==> src/pfms_pkg.sv <==
// package: constants and carriers for the pin function and mode select block
package pfms_pkg;

  // ----------------------------------------------------------------------
  // widths and counts
  // ----------------------------------------------------------------------
  localparam int unsigned PFMS_PINS = 6;
  localparam int unsigned PFMS_BIT_CYCLES = 16;
  localparam int unsigned PFMS_CNT_W = 4;
  localparam int unsigned PFMS_SPEEDUP_CYCLES = 1;

  // ----------------------------------------------------------------------
  // reset values
  // ----------------------------------------------------------------------
  localparam logic PFMS_RST_PIN_EN_RESET = 1'h0;
  localparam logic PFMS_DBG_PIN_EN_RESET = 1'h1;
  localparam logic PFMS_BG_MODE_RESET = 1'h0;
  localparam logic [5:0] PFMS_PORT_ZERO = 6'h00;

  // ----------------------------------------------------------------------
  // pin indices
  // ----------------------------------------------------------------------
  localparam int unsigned PFMS_PIN_RST = 2;
  localparam int unsigned PFMS_PIN_DBG = 3;

  // debug pin function selection, lowest priority first
  typedef enum logic [1:0] {
    PFMS_FN_PORT = 2'h0,
    PFMS_FN_CMP = 2'h1,
    PFMS_FN_DEBUG = 2'h3
  } pfms_fn_t;

  // per-pin drive bundle towards the pad
  typedef struct packed {
    logic [5:0] out;
    logic [5:0] oe;
    logic [5:0] pull_up;
    logic [5:0] pull_down;
  } pfms_pad_t;

  // pad controls in reset: only the strap pin keeps its pullup
  localparam pfms_pad_t PFMS_PAD_RESET = '{out: 6'h00, oe: 6'h00, pull_up: 6'h08,
    pull_down: 6'h00};

  // software port configuration
  typedef struct packed {
    logic [5:0] data;
    logic [5:0] dir_out;
    logic [5:0] pull_en;
    logic [5:0] pull_is_down;
  } pfms_port_cfg_t;

endpackage

==> src/pfms_top.sv <==
// module: pin function mux, reset pin switch and mode strap for a small mcu
`timescale 1ns/100ps

// Summary of operation
// - bus clock is the internal clock source divided by two, paces the debug serial timing
// - after power-on the reset-capable pin is a plain input bit
// - setting reset_pin_enable makes it the reset input until power-on
// - pullup forced on while that pin is the reset input, the device is out of reset and no programming voltage is present
// - driving the enabled reset pin low resets the device
// - debug pin is mode strap in reset, debug line right after
// - pullup on while debug pin serves debug or mode function
// - debug pin is output port only once debug_pin_enable is cleared
// - strap high at reset release selects normal run mode
// - strap low through power-on reset selects background mode
// - each debug serial bit lasts sixteen debug controller clocks
// - debug controller clock runs at the bus clock rate
// - releasing the debug line high in a 1 bit drives a brief speedup pulse; a 0 bit releases without one
// - after reset shared pins are inputs without pulls, except the debug pin pullup
// - reset-capable pin never drives; carries wake and timer clock inputs
// - debug pin port use is output only; carries comparator output
// - keypad inputs only wake from stop or wait
// - pull devices chosen per pin by port configuration
// - highest-priority enabled function wins, port use lowest
// - programming voltage disables the reset pin pulls
module pfms_top (
  input wire logic i_ref_clk,
  input wire logic i_rst_n,
  input wire logic i_por,
  input wire logic i_system_options_register_wr,
  input wire logic i_system_options_register_reset_pin_enable,
  input wire logic i_system_options_register_debug_pin_enable,
  input wire pfms_pkg::pfms_port_cfg_t i_port_cfg,
  input wire logic [5:0] i_pad_in,
  input wire logic i_vpp_present,
  input wire logic i_cmp_out_en,
  input wire logic i_comparator_output,
  input wire logic i_cmp_inputs_en,
  input wire logic [5:0] i_keypad_en,
  input wire logic i_low_power,
  input wire logic i_dbg_tx_en,
  input wire logic i_dbg_tx_bit,
  output logic o_bus_clk_en,
  output pfms_pkg::pfms_pad_t o_pad,
  output logic [5:0] o_port_in,
  output logic o_reset_pin_enable,
  output logic o_debug_pin_enable,
  output logic o_ext_reset_req,
  output logic o_background_mode,
  output logic o_keypad_wake,
  output logic o_timer_external_clock_in,
  output logic o_dbg_rx_bit,
  output logic o_dbg_rx_valid,
  output logic o_dbg_tx_busy
);

  // ----------------------------------------------------------------------
  // pin synchronisers
  // ----------------------------------------------------------------------
  logic [5:0] pad_s1;
  logic [5:0] pad_s2;
  logic vpp_s1;
  logic vpp_s2;
  logic [5:0] next_pad_s1;
  logic [5:0] next_pad_s2;
  logic next_vpp_s1;
  logic next_vpp_s2;

  always_comb begin
    next_pad_s1 = i_pad_in;
    next_pad_s2 = pad_s1;
    next_vpp_s1 = i_vpp_present;
    next_vpp_s2 = vpp_s1;
  end

  // no reset here: the strap level must already be synced when reset rises
  always_ff @(posedge i_ref_clk) begin
    pad_s1 <= next_pad_s1;
    pad_s2 <= next_pad_s2;
  end

  always_ff @(posedge i_ref_clk or negedge i_rst_n) begin
    if (!i_rst_n) begin
      vpp_s1 <= 1'h0;
      vpp_s2 <= 1'h0;
    end else begin
      vpp_s1 <= next_vpp_s1;
      vpp_s2 <= next_vpp_s2;
    end
  end

  // ----------------------------------------------------------------------
  // bus clock divider and option bits
  // ----------------------------------------------------------------------
  // i_rst_n covers every reset; i_por marks power-on, which alone clears
  // the sticky reset pin enable
  logic bus_phase;
  logic rst_pin_en;
  logic dbg_pin_en;
  logic strap_armed;
  logic bg_mode;
  logic next_bus_phase;
  logic next_rst_pin_en;
  logic next_dbg_pin_en;
  logic next_strap_armed;
  logic next_bg_mode;

  always_comb begin
    next_bus_phase = ~bus_phase;
    next_rst_pin_en = rst_pin_en;
    if (i_por) begin
      next_rst_pin_en = pfms_pkg::PFMS_RST_PIN_EN_RESET;
    end else if (i_system_options_register_wr && i_system_options_register_reset_pin_enable) begin
      next_rst_pin_en = 1'h1;
    end
    next_dbg_pin_en = dbg_pin_en;
    if (i_system_options_register_wr) begin
      next_dbg_pin_en = i_system_options_register_debug_pin_enable;
    end
    // strap caught on the first clock after release, from the synced pad
    next_strap_armed = 1'h0;
    next_bg_mode = bg_mode;
    if (strap_armed) begin
      next_bg_mode = ~pad_s2[pfms_pkg::PFMS_PIN_DBG];
    end
  end

  always_ff @(posedge i_ref_clk or negedge i_rst_n) begin
    if (!i_rst_n) begin
      bus_phase <= 1'h0;
      dbg_pin_en <= pfms_pkg::PFMS_DBG_PIN_EN_RESET;
      strap_armed <= 1'h1;
      bg_mode <= pfms_pkg::PFMS_BG_MODE_RESET;
    end else begin
      bus_phase <= next_bus_phase;
      dbg_pin_en <= next_dbg_pin_en;
      strap_armed <= next_strap_armed;
      bg_mode <= next_bg_mode;
    end
  end

  // sticky bit must survive a pin reset, so only power-on clears it
  always_ff @(posedge i_ref_clk) begin
    rst_pin_en <= next_rst_pin_en;
  end

  // ----------------------------------------------------------------------
  // debug serial bit timing
  // ----------------------------------------------------------------------
  // counter advances on bus clock phases only, so bits track the bus rate
  logic [pfms_pkg::PFMS_CNT_W-1:0] bit_cnt;
  logic tx_active;
  logic tx_bit;
  logic speedup;
  logic [pfms_pkg::PFMS_CNT_W-1:0] next_bit_cnt;
  logic next_tx_active;
  logic next_tx_bit;
  logic next_speedup;
  logic bit_end;

  always_comb begin
    bit_end = bus_phase && (bit_cnt == 4'(pfms_pkg::PFMS_BIT_CYCLES - 1));
    next_bit_cnt = bit_cnt;
    next_tx_active = tx_active;
    next_tx_bit = tx_bit;
    next_speedup = 1'h0;
    if (!tx_active) begin
      next_bit_cnt = 4'h0;
      // start only on a bus phase, so every bit spans the same ref clocks
      if (i_dbg_tx_en && dbg_pin_en && bus_phase) begin
        next_tx_active = 1'h1;
        next_tx_bit = i_dbg_tx_bit;
      end
    end else if (bus_phase) begin
      next_bit_cnt = bit_cnt + 4'h1;
      // low part of a 1 bit, then release high with a speedup pulse
      if (bit_cnt == 4'h3 && tx_bit) begin
        next_speedup = 1'h1;
      end
      if (bit_end) begin
        next_tx_active = 1'h0;
      end
    end
  end

  always_ff @(posedge i_ref_clk or negedge i_rst_n) begin
    if (!i_rst_n) begin
      bit_cnt <= 4'h0;
      tx_active <= 1'h0;
      tx_bit <= 1'h0;
      speedup <= 1'h0;
    end else begin
      bit_cnt <= next_bit_cnt;
      tx_active <= next_tx_active;
      tx_bit <= next_tx_bit;
      speedup <= next_speedup;
    end
  end

  // ----------------------------------------------------------------------
  // pad function mux
  // ----------------------------------------------------------------------
  pfms_pkg::pfms_pad_t next_pad;
  pfms_pkg::pfms_fn_t dbg_fn;
  logic dbg_drive_low;
  logic [5:0] next_port_in;
  logic next_ext_reset_req;
  logic next_keypad_wake;
  logic next_rx_valid;

  always_comb begin
    // reset value of cfg leaves all pins as pull-free inputs
    next_pad.out = i_port_cfg.data;
    next_pad.oe = i_port_cfg.dir_out;
    next_pad.pull_up = i_port_cfg.pull_en & ~i_port_cfg.pull_is_down;
    next_pad.pull_down = i_port_cfg.pull_en & i_port_cfg.pull_is_down;
    // comparator inputs are analog; they take the digital driver away
    if (i_cmp_inputs_en) begin
      next_pad.oe[1:0] = 2'h0;
    end
    // reset-capable pin is input only
    next_pad.oe[pfms_pkg::PFMS_PIN_RST] = 1'h0;
    if (rst_pin_en) begin
      next_pad.pull_up[pfms_pkg::PFMS_PIN_RST] = 1'h1;
      next_pad.pull_down[pfms_pkg::PFMS_PIN_RST] = 1'h0;
    end
    if (vpp_s2) begin
      next_pad.pull_up[pfms_pkg::PFMS_PIN_RST] = 1'h0;
      next_pad.pull_down[pfms_pkg::PFMS_PIN_RST] = 1'h0;
    end
    // debug pin: highest enabled function wins
    if (dbg_pin_en) begin
      dbg_fn = pfms_pkg::PFMS_FN_DEBUG;
    end else if (i_cmp_out_en) begin
      dbg_fn = pfms_pkg::PFMS_FN_CMP;
    end else begin
      dbg_fn = pfms_pkg::PFMS_FN_PORT;
    end
    dbg_drive_low = tx_active && !tx_bit && !bit_cnt[3];
    case (dbg_fn)
      pfms_pkg::PFMS_FN_DEBUG: begin
        // pseudo open drain: drive low, or high only for the speedup pulse
        // speedup comes from its register, right after the low part ends
        next_pad.out[pfms_pkg::PFMS_PIN_DBG] = speedup;
        next_pad.oe[pfms_pkg::PFMS_PIN_DBG] = (tx_active && bit_cnt < 4'h4) || speedup;
        if (tx_active && bit_cnt >= 4'h4 && bit_cnt < 4'h8 && !tx_bit) begin
          next_pad.oe[pfms_pkg::PFMS_PIN_DBG] = 1'h1;
        end
        if (!dbg_drive_low && !speedup && bit_cnt >= 4'h4) begin
          next_pad.oe[pfms_pkg::PFMS_PIN_DBG] = 1'h0;
        end
        next_pad.pull_up[pfms_pkg::PFMS_PIN_DBG] = 1'h1;
      end
      pfms_pkg::PFMS_FN_CMP: begin
        next_pad.out[pfms_pkg::PFMS_PIN_DBG] = i_comparator_output;
        next_pad.oe[pfms_pkg::PFMS_PIN_DBG] = 1'h1;
        next_pad.pull_up[pfms_pkg::PFMS_PIN_DBG] = 1'h0;
      end
      default: begin
        next_pad.oe[pfms_pkg::PFMS_PIN_DBG] = 1'h1;
        next_pad.pull_up[pfms_pkg::PFMS_PIN_DBG] = 1'h0;
      end
    endcase
    next_pad.pull_down[pfms_pkg::PFMS_PIN_DBG] = 1'h0;
    next_port_in = pad_s2;
    next_port_in[pfms_pkg::PFMS_PIN_DBG] = 1'h0;
    next_ext_reset_req = rst_pin_en && !pad_s2[pfms_pkg::PFMS_PIN_RST];
    // keypad only matters while the core sleeps
    next_keypad_wake = i_low_power && |(i_keypad_en & ~pad_s2);
    next_rx_valid = dbg_pin_en && !tx_active && bus_phase;
  end

  always_ff @(posedge i_ref_clk or negedge i_rst_n) begin
    if (!i_rst_n) begin
      o_pad <= pfms_pkg::PFMS_PAD_RESET;
      o_port_in <= pfms_pkg::PFMS_PORT_ZERO;
      o_ext_reset_req <= 1'h0;
      o_keypad_wake <= 1'h0;
      o_timer_external_clock_in <= 1'h0;
      o_dbg_rx_bit <= 1'h1;
      o_dbg_rx_valid <= 1'h0;
      o_bus_clk_en <= 1'h0;
      o_reset_pin_enable <= 1'h0;
      o_debug_pin_enable <= pfms_pkg::PFMS_DBG_PIN_EN_RESET;
      o_background_mode <= pfms_pkg::PFMS_BG_MODE_RESET;
      o_dbg_tx_busy <= 1'h0;
    end else begin
      o_pad <= next_pad;
      o_port_in <= next_port_in;
      o_ext_reset_req <= next_ext_reset_req;
      o_keypad_wake <= next_keypad_wake;
      o_timer_external_clock_in <= pad_s2[pfms_pkg::PFMS_PIN_RST];
      o_dbg_rx_bit <= pad_s2[pfms_pkg::PFMS_PIN_DBG];
      o_dbg_rx_valid <= next_rx_valid;
      o_bus_clk_en <= next_bus_phase;
      o_reset_pin_enable <= rst_pin_en;
      o_debug_pin_enable <= dbg_pin_en;
      o_background_mode <= bg_mode;
      o_dbg_tx_busy <= tx_active;
    end
  end

endmodule

==> config.mk <==
export PLATFORM = sky130hd
export DESIGN_NAME = pfms_top
export DESIGN_NICKNAME = d
export VERILOG_FILES = /design/src/pfms_pkg.sv /design/src/pfms_top.sv
export SDC_FILE = /design/constraint.sdc
export NUM_CORES = 1
export LEC_CHECK = 0
export BUFFER_PORTS_ARGS = -buffer_cell sky130_fd_sc_hd__buf_2
export CORE_ASPECT_RATIO = 1.2
export CORE_UTILIZATION = 40
export DETAILED_ROUTE_END_ITERATION = 8
export HOLD_SLACK_MARGIN = 0.1
export PLACE_DENSITY = 0.74
export REMOVE_ABC_BUFFERS = 1
export SYNTH_ARGS = -nofsm -noshare
export SYNTH_HDL_FRONTEND = slang
export SYNTH_SLANG_ARGS = --single-unit
==> constraint.sdc <==
create_clock -name i_ref_clk -period 2 [get_ports i_ref_clk]
set_input_delay 0.5 -clock i_ref_clk [delete_from_list [all_inputs] [get_ports i_ref_clk]]
set_output_delay 0.5 -clock i_ref_clk [all_outputs]
set_load 0.02 [all_outputs]
==> results of run 1 <==
==> cell families (layout without fill, tap and decap cells) <==
| kind of cell | Yosys count | in the layout | share of synthesized area, % |
|---|---|---|---|
| compound gates | 8 | 8 | 2.55 |
| xor+xnor | 3 | 3 | 1.41 |
| fa+ha+maj | 1 | 1 | 0.671 |
| buf+inv | 15 | 108 | 3.83 |
| flops | 61 | 61 | 78.8 |
| mux | 6 | 6 | 3.69 |
| other cells | 1 | 4 | 0.201 |
| simple gates | 28 | 28 | 8.87 |
==> cell type report <==
cell class	count	area, sq um	area share, %
flip-flops and latches	61	1470	57.8
clock inverters	5	75.1	2.96
repair buffers	82	413	16.3
multi-input cells	50	335	13.2
well taps	56	70.1	2.76
clock buffers	11	141	5.57
inverters	10	37.5	1.48
==> worst max path at each step <==
stage                     depth (start not counted)      endpoint          from
after floorplan                                   3        tx_bit  o_bus_clk_en
after global placement                            3     o_pad[21]  i_cmp_out_en
after detailed placement                          3     o_pad[21]  i_cmp_out_en
after CTS                                         1  o_bus_clk_en  o_bus_clk_en
after global routing                              1  o_bus_clk_en  o_bus_clk_en
final                                             1  o_bus_clk_en  o_bus_clk_en
==> cells in the final DEF (no fill, tap or decap), types with 4 or more instances in the layout <==
cell and count:
dfstp_2 5, buf_2 81, inv_1 10, clkbuf_8 10
nor2b_1 8, nand2_1 4, dfrtp_1 43, conb_1 4
dfxtp_1 13, and2_1 7
==> power by group through the flow <==
stage          clock network, mW  logic, mW  registers [mW]
4_1_cts                     1.20      0.286            1.38
3_5_place_dp                   0      0.283            1.40
3_3_place_gp                   0      0.277            1.40
5_1_grt                     1.24      0.316            1.39
6_report                    1.17      0.281            1.38
2_1_floorplan                  0     0.0976            1.46
==> flip-flops by register name, summed over array words and instances, names as in the netlist, 4 cells and up <==
| register | flops |
|---|---|
| o_port_in | 5 |
| o_pad | 22 |
| pad_s2 | 6 |
| next_pad_s2 | 6 |
| bit_cnt | 4 |
==> metal layers <==
layer	track usage, %	up-vias
met2	24.2	59
met1	14.7	548
met4	12.0	0
li1	-	563
met5	0	-
met3	5.36	13
==> flow_metrics.env, run 1 <==
export IMPL_seqPwrFrac_pct=48.7
export IMPL_grt_pass1_vias=1258
export IMPL_cp_num_buf_inv=1
export IMPL_seq_area_frac_synth_pct=78.8
export IMPL_setup_violations_final=0
export IMPL_cts_tree="yes"
export IMPL_synth_most_common_cell="dfrtp_1"
export IMPL_finalHoldViolations=0
export IMPL_hpwl_um=2190
export IMPL_wire_per_inst_um=11.7
export IMPL_r2r_slack_ns=0.73
export IMPL_cts_setup_buffers=0
export IMPL_clkSinkCount=61
export IMPL_relSlewSlack_pct=61.7
export IMPL_grt_pass1_wl_um=5330
export IMPL_start_util_pct=42.7
export IMPL_clockBufferDepth=2
export IMPL_status="completed"
export IMPL_postRouteWirelength_um=3220
export IMPL_drt_met1_wl_um=1190
export IMPL_place_gp_congestion=0.697
export IMPL_period_needed_ns=1.54
export IMPL_wl_met2_um=1620
export IMPL_min_path_type="in -> async"
export IMPL_cts_resized=0
export IMPL_setup_tns_ns=0
export IMPL_rows=26
export IMPL_gr_total_overflow=0
export IMPL_fin_worst_skew_ns=0.00541
export IMPL_r2r_start="dbg_pin_en"
export IMPL_ys_types=28
export IMPL_final_instance_count_excl_fill=275
export IMPL_peakVddDrop_uv=684
export IMPL_cp_slowest_stage_delay_ns=0.48
export IMPL_p_switching_mw=0.648
export IMPL_highest_layer="met4"
export IMPL_drt_iter0_markers=61
export IMPL_hold_buffers=0
export IMPL_arrival_ns=1.04
export IMPL_cts_htree_levels=3
export IMPL_synth_common_cells="dfrtp_1, dfxtp_1, inv_1, nor2b_1, and2_1"
export IMPL_vias_per_cell=4.30
export IMPL_synth_top_cell_area_share_pct=57.8
export IMPL_mappedNetlistArea_sq_um=1860
export IMPL_power_density_nw_per_um2=1120
export IMPL_track_usage_pct=14.8
export IMPL_fmax_mhz=650
export IMPL_critical_path_top_delay_family="flip-flops"
export IMPL_tightest_slew_ns=0.574
export IMPL_synthFlopType="dfrtp_1"
export IMPL_clock_root_buffer="clkbuf_8"
export IMPL_path_cells="buf_2"
export IMPL_core_sq_um=4360
export IMPL_syn_area_per_cell_sq_um=15.1
export IMPL_clock_latency_ns=0.33
export IMPL_synth_edf_count=0
export IMPL_vias=1183
export IMPL_antenna_found_initial=0
export IMPL_cts_buffers=9
export IMPL_die_w_um=64.3
export IMPL_grt_max_degree=49
export IMPL_rsz0062_at_grt="false"
export IMPL_dieArea_sq_um=4940
export IMPL_crit_required_ns=1.50
export IMPL_drv_cap=0
export IMPL_ioPinCount=89
export IMPL_pre_cts_slack_ns=0.721
export IMPL_nets=264
export IMPL_ys_warn_count=0
export IMPL_slew_viol_final=0
export IMPL_r2r_end="tx_bit"
export IMPL_syn2layout_area_growth_pct=36.3
export IMPL_dp_cells=259
export IMPL_start_kind="flip-flop"
export IMPL_crit_type="reg -> out"
export IMPL_first_pass_iters=4
export IMPL_p_comb_share_pct=9.9
export IMPL_p_leak_nw=1.34
export IMPL_reg2regPathDepth=3
export IMPL_setup_ws_ns=0.462
export IMPL_p_sw_share_pct=22.9
export IMPL_crit_path_max_fanout=7
export IMPL_placedInstanceArea_sq_um=2320
export IMPL_ant_nets=0
export IMPL_ys_async_sr_fraction_pct=78.7
export IMPL_synth_seq_cells=61
export IMPL_pwr_share_clk_pct=41.4
export IMPL_final_core_util_pct=58.3
export IMPL_fillers=379
export IMPL_slowest_stage="dfrtp_1"
export IMPL_dieHeight_um=76.8
export IMPL_diodes=0
export IMPL_intPower_mw=2.18
export IMPL_finalHoldWorstSlack_ns=0.241
export IMPL_endpoint_kind="primary output"
export IMPL_path_clk_slew_ns=0.06
export IMPL_dr_wl_met3_um=289
export IMPL_min_period_over_period_pct=76.9
export IMPL_portBuffers=81
export IMPL_synthCells=123
export IMPL_drive_gt1_share_pct=49.8
export IMPL_fin_area_sq_um=2540
export IMPL_drc_errors=0
export IMPL_power_mw=2.83
export IMPL_synth_largest_area_cell="dfrtp_1"
export IMPL_synth_area_leaders="dfrtp_1, dfxtp_1, dfstp_2, nor2b_1, and2_1"
(Power assumes the default switching activity.)
==> inputs of run 2 (changes only) <==
Settings changed: PLACE_DENSITY 0.74 to 0.76.
Clock period 2 ns to 1.29 ns, I/O delays scaled along.
==> run 2 against run 1 <==
Compared with the run above:
- non-clock buffer count is 19 higher
- critical path depth is 1 higher
- count of clock-buffer cells in the layout is 1 lower
- largest cell class unchanged
- highest routed layer unchanged
- first-iteration DRC count is 39% lower
- core utilization is 5.5 points higher
- combinational power is 79% higher
- clock skew is 0.00098 ns higher
- via count is 8.3% higher
- sequential power is 55% higher
==> flow_metrics.env, run 2 (synthesis gave the netlist of run 1 again) <==
export IMPL_largest_reg_flops=22
export IMPL_fin_worst_skew_ns=0.00639
export IMPL_fillers=343
export IMPL_setup_violations_final=0
export IMPL_setup_tns_ns=0
export IMPL_dieHeight_um=76.8
export IMPL_vias_per_cell=4.36
export IMPL_antenna_found_initial=0
export IMPL_crit_type="reg -> out"
export IMPL_hpwl_um=2460
export IMPL_p_leak_nw=1.44
export IMPL_r2r_start="dbg_pin_en"
export IMPL_nets=283
export IMPL_drv_cap=0
export IMPL_dp_cells=262
export IMPL_vias=1281
export IMPL_start_util_pct=42.7
export IMPL_wire_per_inst_um=12.1
export IMPL_final_cell_mix="buf_2, dfrtp_1, dlygate4sd3_1"
export IMPL_final_core_util_pct=63.8
export IMPL_place_gp_congestion=0.747
export IMPL_syn2layout_area_growth_pct=49.3
export IMPL_grt_max_degree=24
export IMPL_cts_tree="yes"
export IMPL_power_density_nw_per_um2=1610
export IMPL_arrival_ns=0.96
export IMPL_setup_ws_ns=0.00298
export IMPL_pre_cts_slack_ns=0.0848
export IMPL_multi_input_area_sq_um=335
export IMPL_cts_htree_levels=3
export IMPL_clock_latency_ns=0.32
export IMPL_postRouteWirelength_um=3550
export IMPL_period_needed_ns=1.29
export IMPL_holdCritStartpoint="i_port_cfg[4]"
export IMPL_first_pass_iters=4
export IMPL_min_period_over_period_pct=99.8
export IMPL_endpoint_kind="primary output"
export IMPL_largest_register="o_pad"
export IMPL_clkSinkCount=61
export IMPL_rows=26
export IMPL_drt_iter0_markers=37
export IMPL_track_usage_pct=16.5
export IMPL_core_sq_um=4360
export IMPL_path_clk_slew_ns=0.06
export IMPL_finalHoldViolations=0
export IMPL_drive_gt1_share_pct=47.9
export IMPL_final_common_cell="buf_2"
export IMPL_diodes=0
export IMPL_final_instance_count_excl_fill=294
export IMPL_fmax_mhz=777
export IMPL_die_w_um=64.3
export IMPL_finalHoldWorstSlack_ns=0.152
export IMPL_dieArea_sq_um=4940
export IMPL_gr_total_overflow=0
export IMPL_portBuffers=81
export IMPL_clockBufferDepth=2
export IMPL_seq_area_sq_um=1470
export IMPL_clock_root_buffer="clkbuf_8"
export IMPL_cts_buffers=9
export IMPL_peakVddDrop_uv=1220
export IMPL_crit_required_ns=0.97
export IMPL_grt_pass1_vias=1336
export IMPL_crit_path_max_fanout=2
export IMPL_slew_viol_final=0
export IMPL_ant_nets=0
export IMPL_drc_errors=0
export IMPL_start_kind="flip-flop"
export IMPL_status="completed"
export IMPL_rsz0062_at_grt="true"
export IMPL_grt_pass1_wl_um=5800
export IMPL_startpoint="o_bus_clk_en"
export IMPL_ioPinCount=89
export IMPL_min_path_type="in -> reg"
[run 2: critical path: stages (launching register included)]
cell	delay, ns
dfrtp_1	0.40
buf_6	0.13
buf_6	0.12
[run 2: timing repair]
action | 4_1_cts | 5_1_grt
setup endpoints to repair | 4 | 4
gates resized for setup | 9 | 0
hold endpoints to repair | 25 | 0
setup buffers | 1 | 0
hold buffers | 15 | 0
cloned | 0 | 0
[run 2: final cells by class]
type / instances / share of cell area [%]
timing repair buffer: 101 / 23.3
sequential: 61 / 52.8
multi-input combinational: 50 / 12.1
tap: 56 / 2.52
clock inverter: 6 / 3.10
clock buffer: 10 / 4.95
inverter: 10 / 1.35
[run 2: through the flow]
stage / instance area (sq um) / power [mW]
finish: 2780 / 4.47
global route: 2780 / 4.69
CTS: 2780 / 4.53
detailed placement: 2370 / 2.63
global placement: 2370 / 2.62
floorplan: 1840 / 2.41
[run 2: worst paths after layout]
path                                end  cells after the start  slack (ns)
max                        o_bus_clk_en                      2       0.003
min                           o_pad[10]                      2        0.15
max reg2reg                      tx_bit                      3        0.08
min reg2reg                   pad_s2[1]                      0        0.33
max in group asynchronous    dbg_pin_en                      3        0.33
min in group asynchronous  o_port_in[1]                      2        0.45
[run 2: per-layer routing]
layer,vias up,part of all wire (%),track usage (%)
li1,600,-,-
met1,621,33,14.4
met2,53,58,29.9
met3,7,6.4,5.95
met4,0,2.5,11.6
met5,-,0,0
[run 2: where the power goes]
group | internal, mW | switching [mW] | total (mW)
clock network | 1.14 | 0.699 | 1.83
logic | 0.247 | 0.255 | 0.503
registers | 2.06 | 0.0764 | 2.14
==> inputs of run 3 (changes only) <==
Settings changed: MAX_ROUTING_LAYER from default to met4, SETUP_SLACK_MARGIN from default to 0.4.
==> run 3 against run 2 <==
Compared with the run above:
- core utilization rose by 8.2 points
- sequential share of layout area is 5.9 points lower
- highest routed layer unchanged
- the flow now finishes with violations (negative hold slack, negative setup slack)
- clock skew is 0.0018 ns higher
- cell count is 3.1% higher
- maximum frequency shrank 0.61%
==> flow_metrics.env, run 3 (synthesis gave the netlist of run 1 again) <==
export IMPL_crit_required_ns=0.97
export IMPL_drc_errors=0
export IMPL_cts_tree="yes"
export IMPL_drt_iter0_markers=61
export IMPL_cts_buffers=9
export IMPL_dieArea_sq_um=4940
export IMPL_postRouteWirelength_um=4210
export IMPL_grtUsageMet1_pct=16.6
export IMPL_crit_path_max_fanout=2
export IMPL_vias=1354
export IMPL_arrival_ns=0.97
export IMPL_use_met2_pct=34.5
export IMPL_status="finished, violations left"
export IMPL_clkSinkCount=61
export IMPL_peakVddDrop_uv=1220
export IMPL_drv_cap=0
export IMPL_path_clk_slew_ns=0.07
export IMPL_wire_per_inst_um=13.9
export IMPL_pre_cts_slack_ns=0.0848
export IMPL_place_gp_congestion=0.756
export IMPL_startpoint="o_bus_clk_en"
export IMPL_fillers=297
export IMPL_clockBufferDepth=2
export IMPL_largest_register="o_pad"
export IMPL_min_period_over_period_pct=100
export IMPL_drive_gt1_share_pct=53.8
export IMPL_setup_violations_final=1
export IMPL_grt_max_degree=24
export IMPL_vias_per_cell=4.47
export IMPL_endpoint_kind="primary output"
export IMPL_core_sq_um=4360
export IMPL_rows=26
export IMPL_power_mw=4.75
export IMPL_multi_input_area_sq_um=395
export IMPL_ant_nets=0
export IMPL_start_kind="flip-flop"
export IMPL_p_leak_nw=1.56
export IMPL_first_pass_iters=3
export IMPL_hpwl_um=2460
export IMPL_portBuffers=81
export IMPL_final_cell_mix="buf_2, buf_6, dfrtp_1"
export IMPL_min_path_type="in -> async"
export IMPL_final_core_util_pct=72.0
export IMPL_setup_ws_ns=-0.00489
export IMPL_r2r_end="bit_cnt[3]"
export IMPL_hold_buffers=14
export IMPL_antenna_found_initial=0
export IMPL_grt_pass1_vias=1399
export IMPL_clock_latency_ns=0.33
export IMPL_grt_pass1_wl_um=6350
export IMPL_cts_htree_levels=3
export IMPL_seq_area_sq_um=1470
export IMPL_power_density_nw_per_um2=1520
export IMPL_nets=292
export IMPL_fin_worst_skew_ns=0.00821
export IMPL_use_met3_pct=6.70
export IMPL_period_needed_ns=1.29
export IMPL_crit_type="reg -> out"
export IMPL_reg2regPathDepth=7
export IMPL_largest_reg_flops=22
export IMPL_rsz0062_at_grt="true"
export IMPL_start_util_pct=42.7
export IMPL_finalHoldWorstSlack_ns=-0.116
export IMPL_violations="negative hold slack, negative setup slack"
export IMPL_final_common_cell="buf_2"
export IMPL_fmax_mhz=772
export IMPL_r2r_slack_ns=0.01
export IMPL_dieHeight_um=76.8
export IMPL_clock_root_buffer="clkbuf_8"
export IMPL_gr_total_overflow=0
export IMPL_r2r_start="o_bus_clk_en"
export IMPL_finalHoldViolations=11
export IMPL_die_w_um=64.3
export IMPL_crit_path_end="o_bus_clk_en"
export IMPL_diodes=0
export IMPL_ioPinCount=89
export IMPL_track_usage_pct=18.8
export IMPL_grt_busiest_layer="met2"
export IMPL_syn2layout_area_growth_pct=68.4
export IMPL_slew_viol_final=0
[run 3: report_power, final]
part	switching (mW)	total [mW]	leakage [nW]	internal (mW)
clock	0.729	1.86	0.112	1.14
sequential	0.0946	2.16	0.688	2.06
combinational	0.323	0.731	0.761	0.408
total	1.15	4.75	1.56	3.61
[run 3: what timing repair did]
action / CTS / global route
hold endpoints to repair: 25 / 11
setup buffers: 5 / 6
resized for setup: 88 / 9
pin swaps: 9 / 1
setup endpoints to repair: 46 / 47
[run 3: cell type report]
cell class | instances | area share (%)
clock buffers | 10 | 4.39
clock inverters | 6 | 2.75
inverters | 10 | 1.20
multi-input cells | 50 | 12.6
flip-flops and latches | 61 | 46.9
well taps | 56 | 2.23
repair buffers | 110 | 30.0
[run 3: per-layer routing]
metal | up-vias | routed length (um)
met5 | - | 0
met4 | 0 | 80
met3 | 8 | 230
met2 | 60 | 2490
met1 | 666 | 1400
li1 | 620 | -
[run 3: worst min path at each step]
stage | to | slack (ns) | cells after the start | start
floorplan | bg_mode | 0.03 | 0 | i_rst_n
global placement | o_port_in[1] | 0.24 | 1 | i_rst_n
detailed placement | o_port_in[1] | 0.25 | 1 | i_rst_n
CTS | o_port_in[1] | -0.11 | 1 | i_rst_n
global route | o_port_in[1] | -0.12 | 1 | i_rst_n
finish | o_port_in[1] | -0.12 | 1 | i_rst_n
[run 3: critical path, stage by stage, from the launching register on]
cell	delay, ns
dfrtp_1	0.40
buf_6	0.13
buf_6	0.12
[run 3: stage by stage]
stage	cells	instance area, sq um	setup TNS (ns)	hold WS (ns)
6_report	303	3140	-0.00489	-0.116
5_1_grt	303	3140	-0.172	-0.124
4_1_cts	297	3050	-0.0291	-0.113
3_5_place_dp	262	2370	0	0.246
3_3_place_gp	262	2370	0	0.240
2_1_floorplan	121	1840	0	0.0269
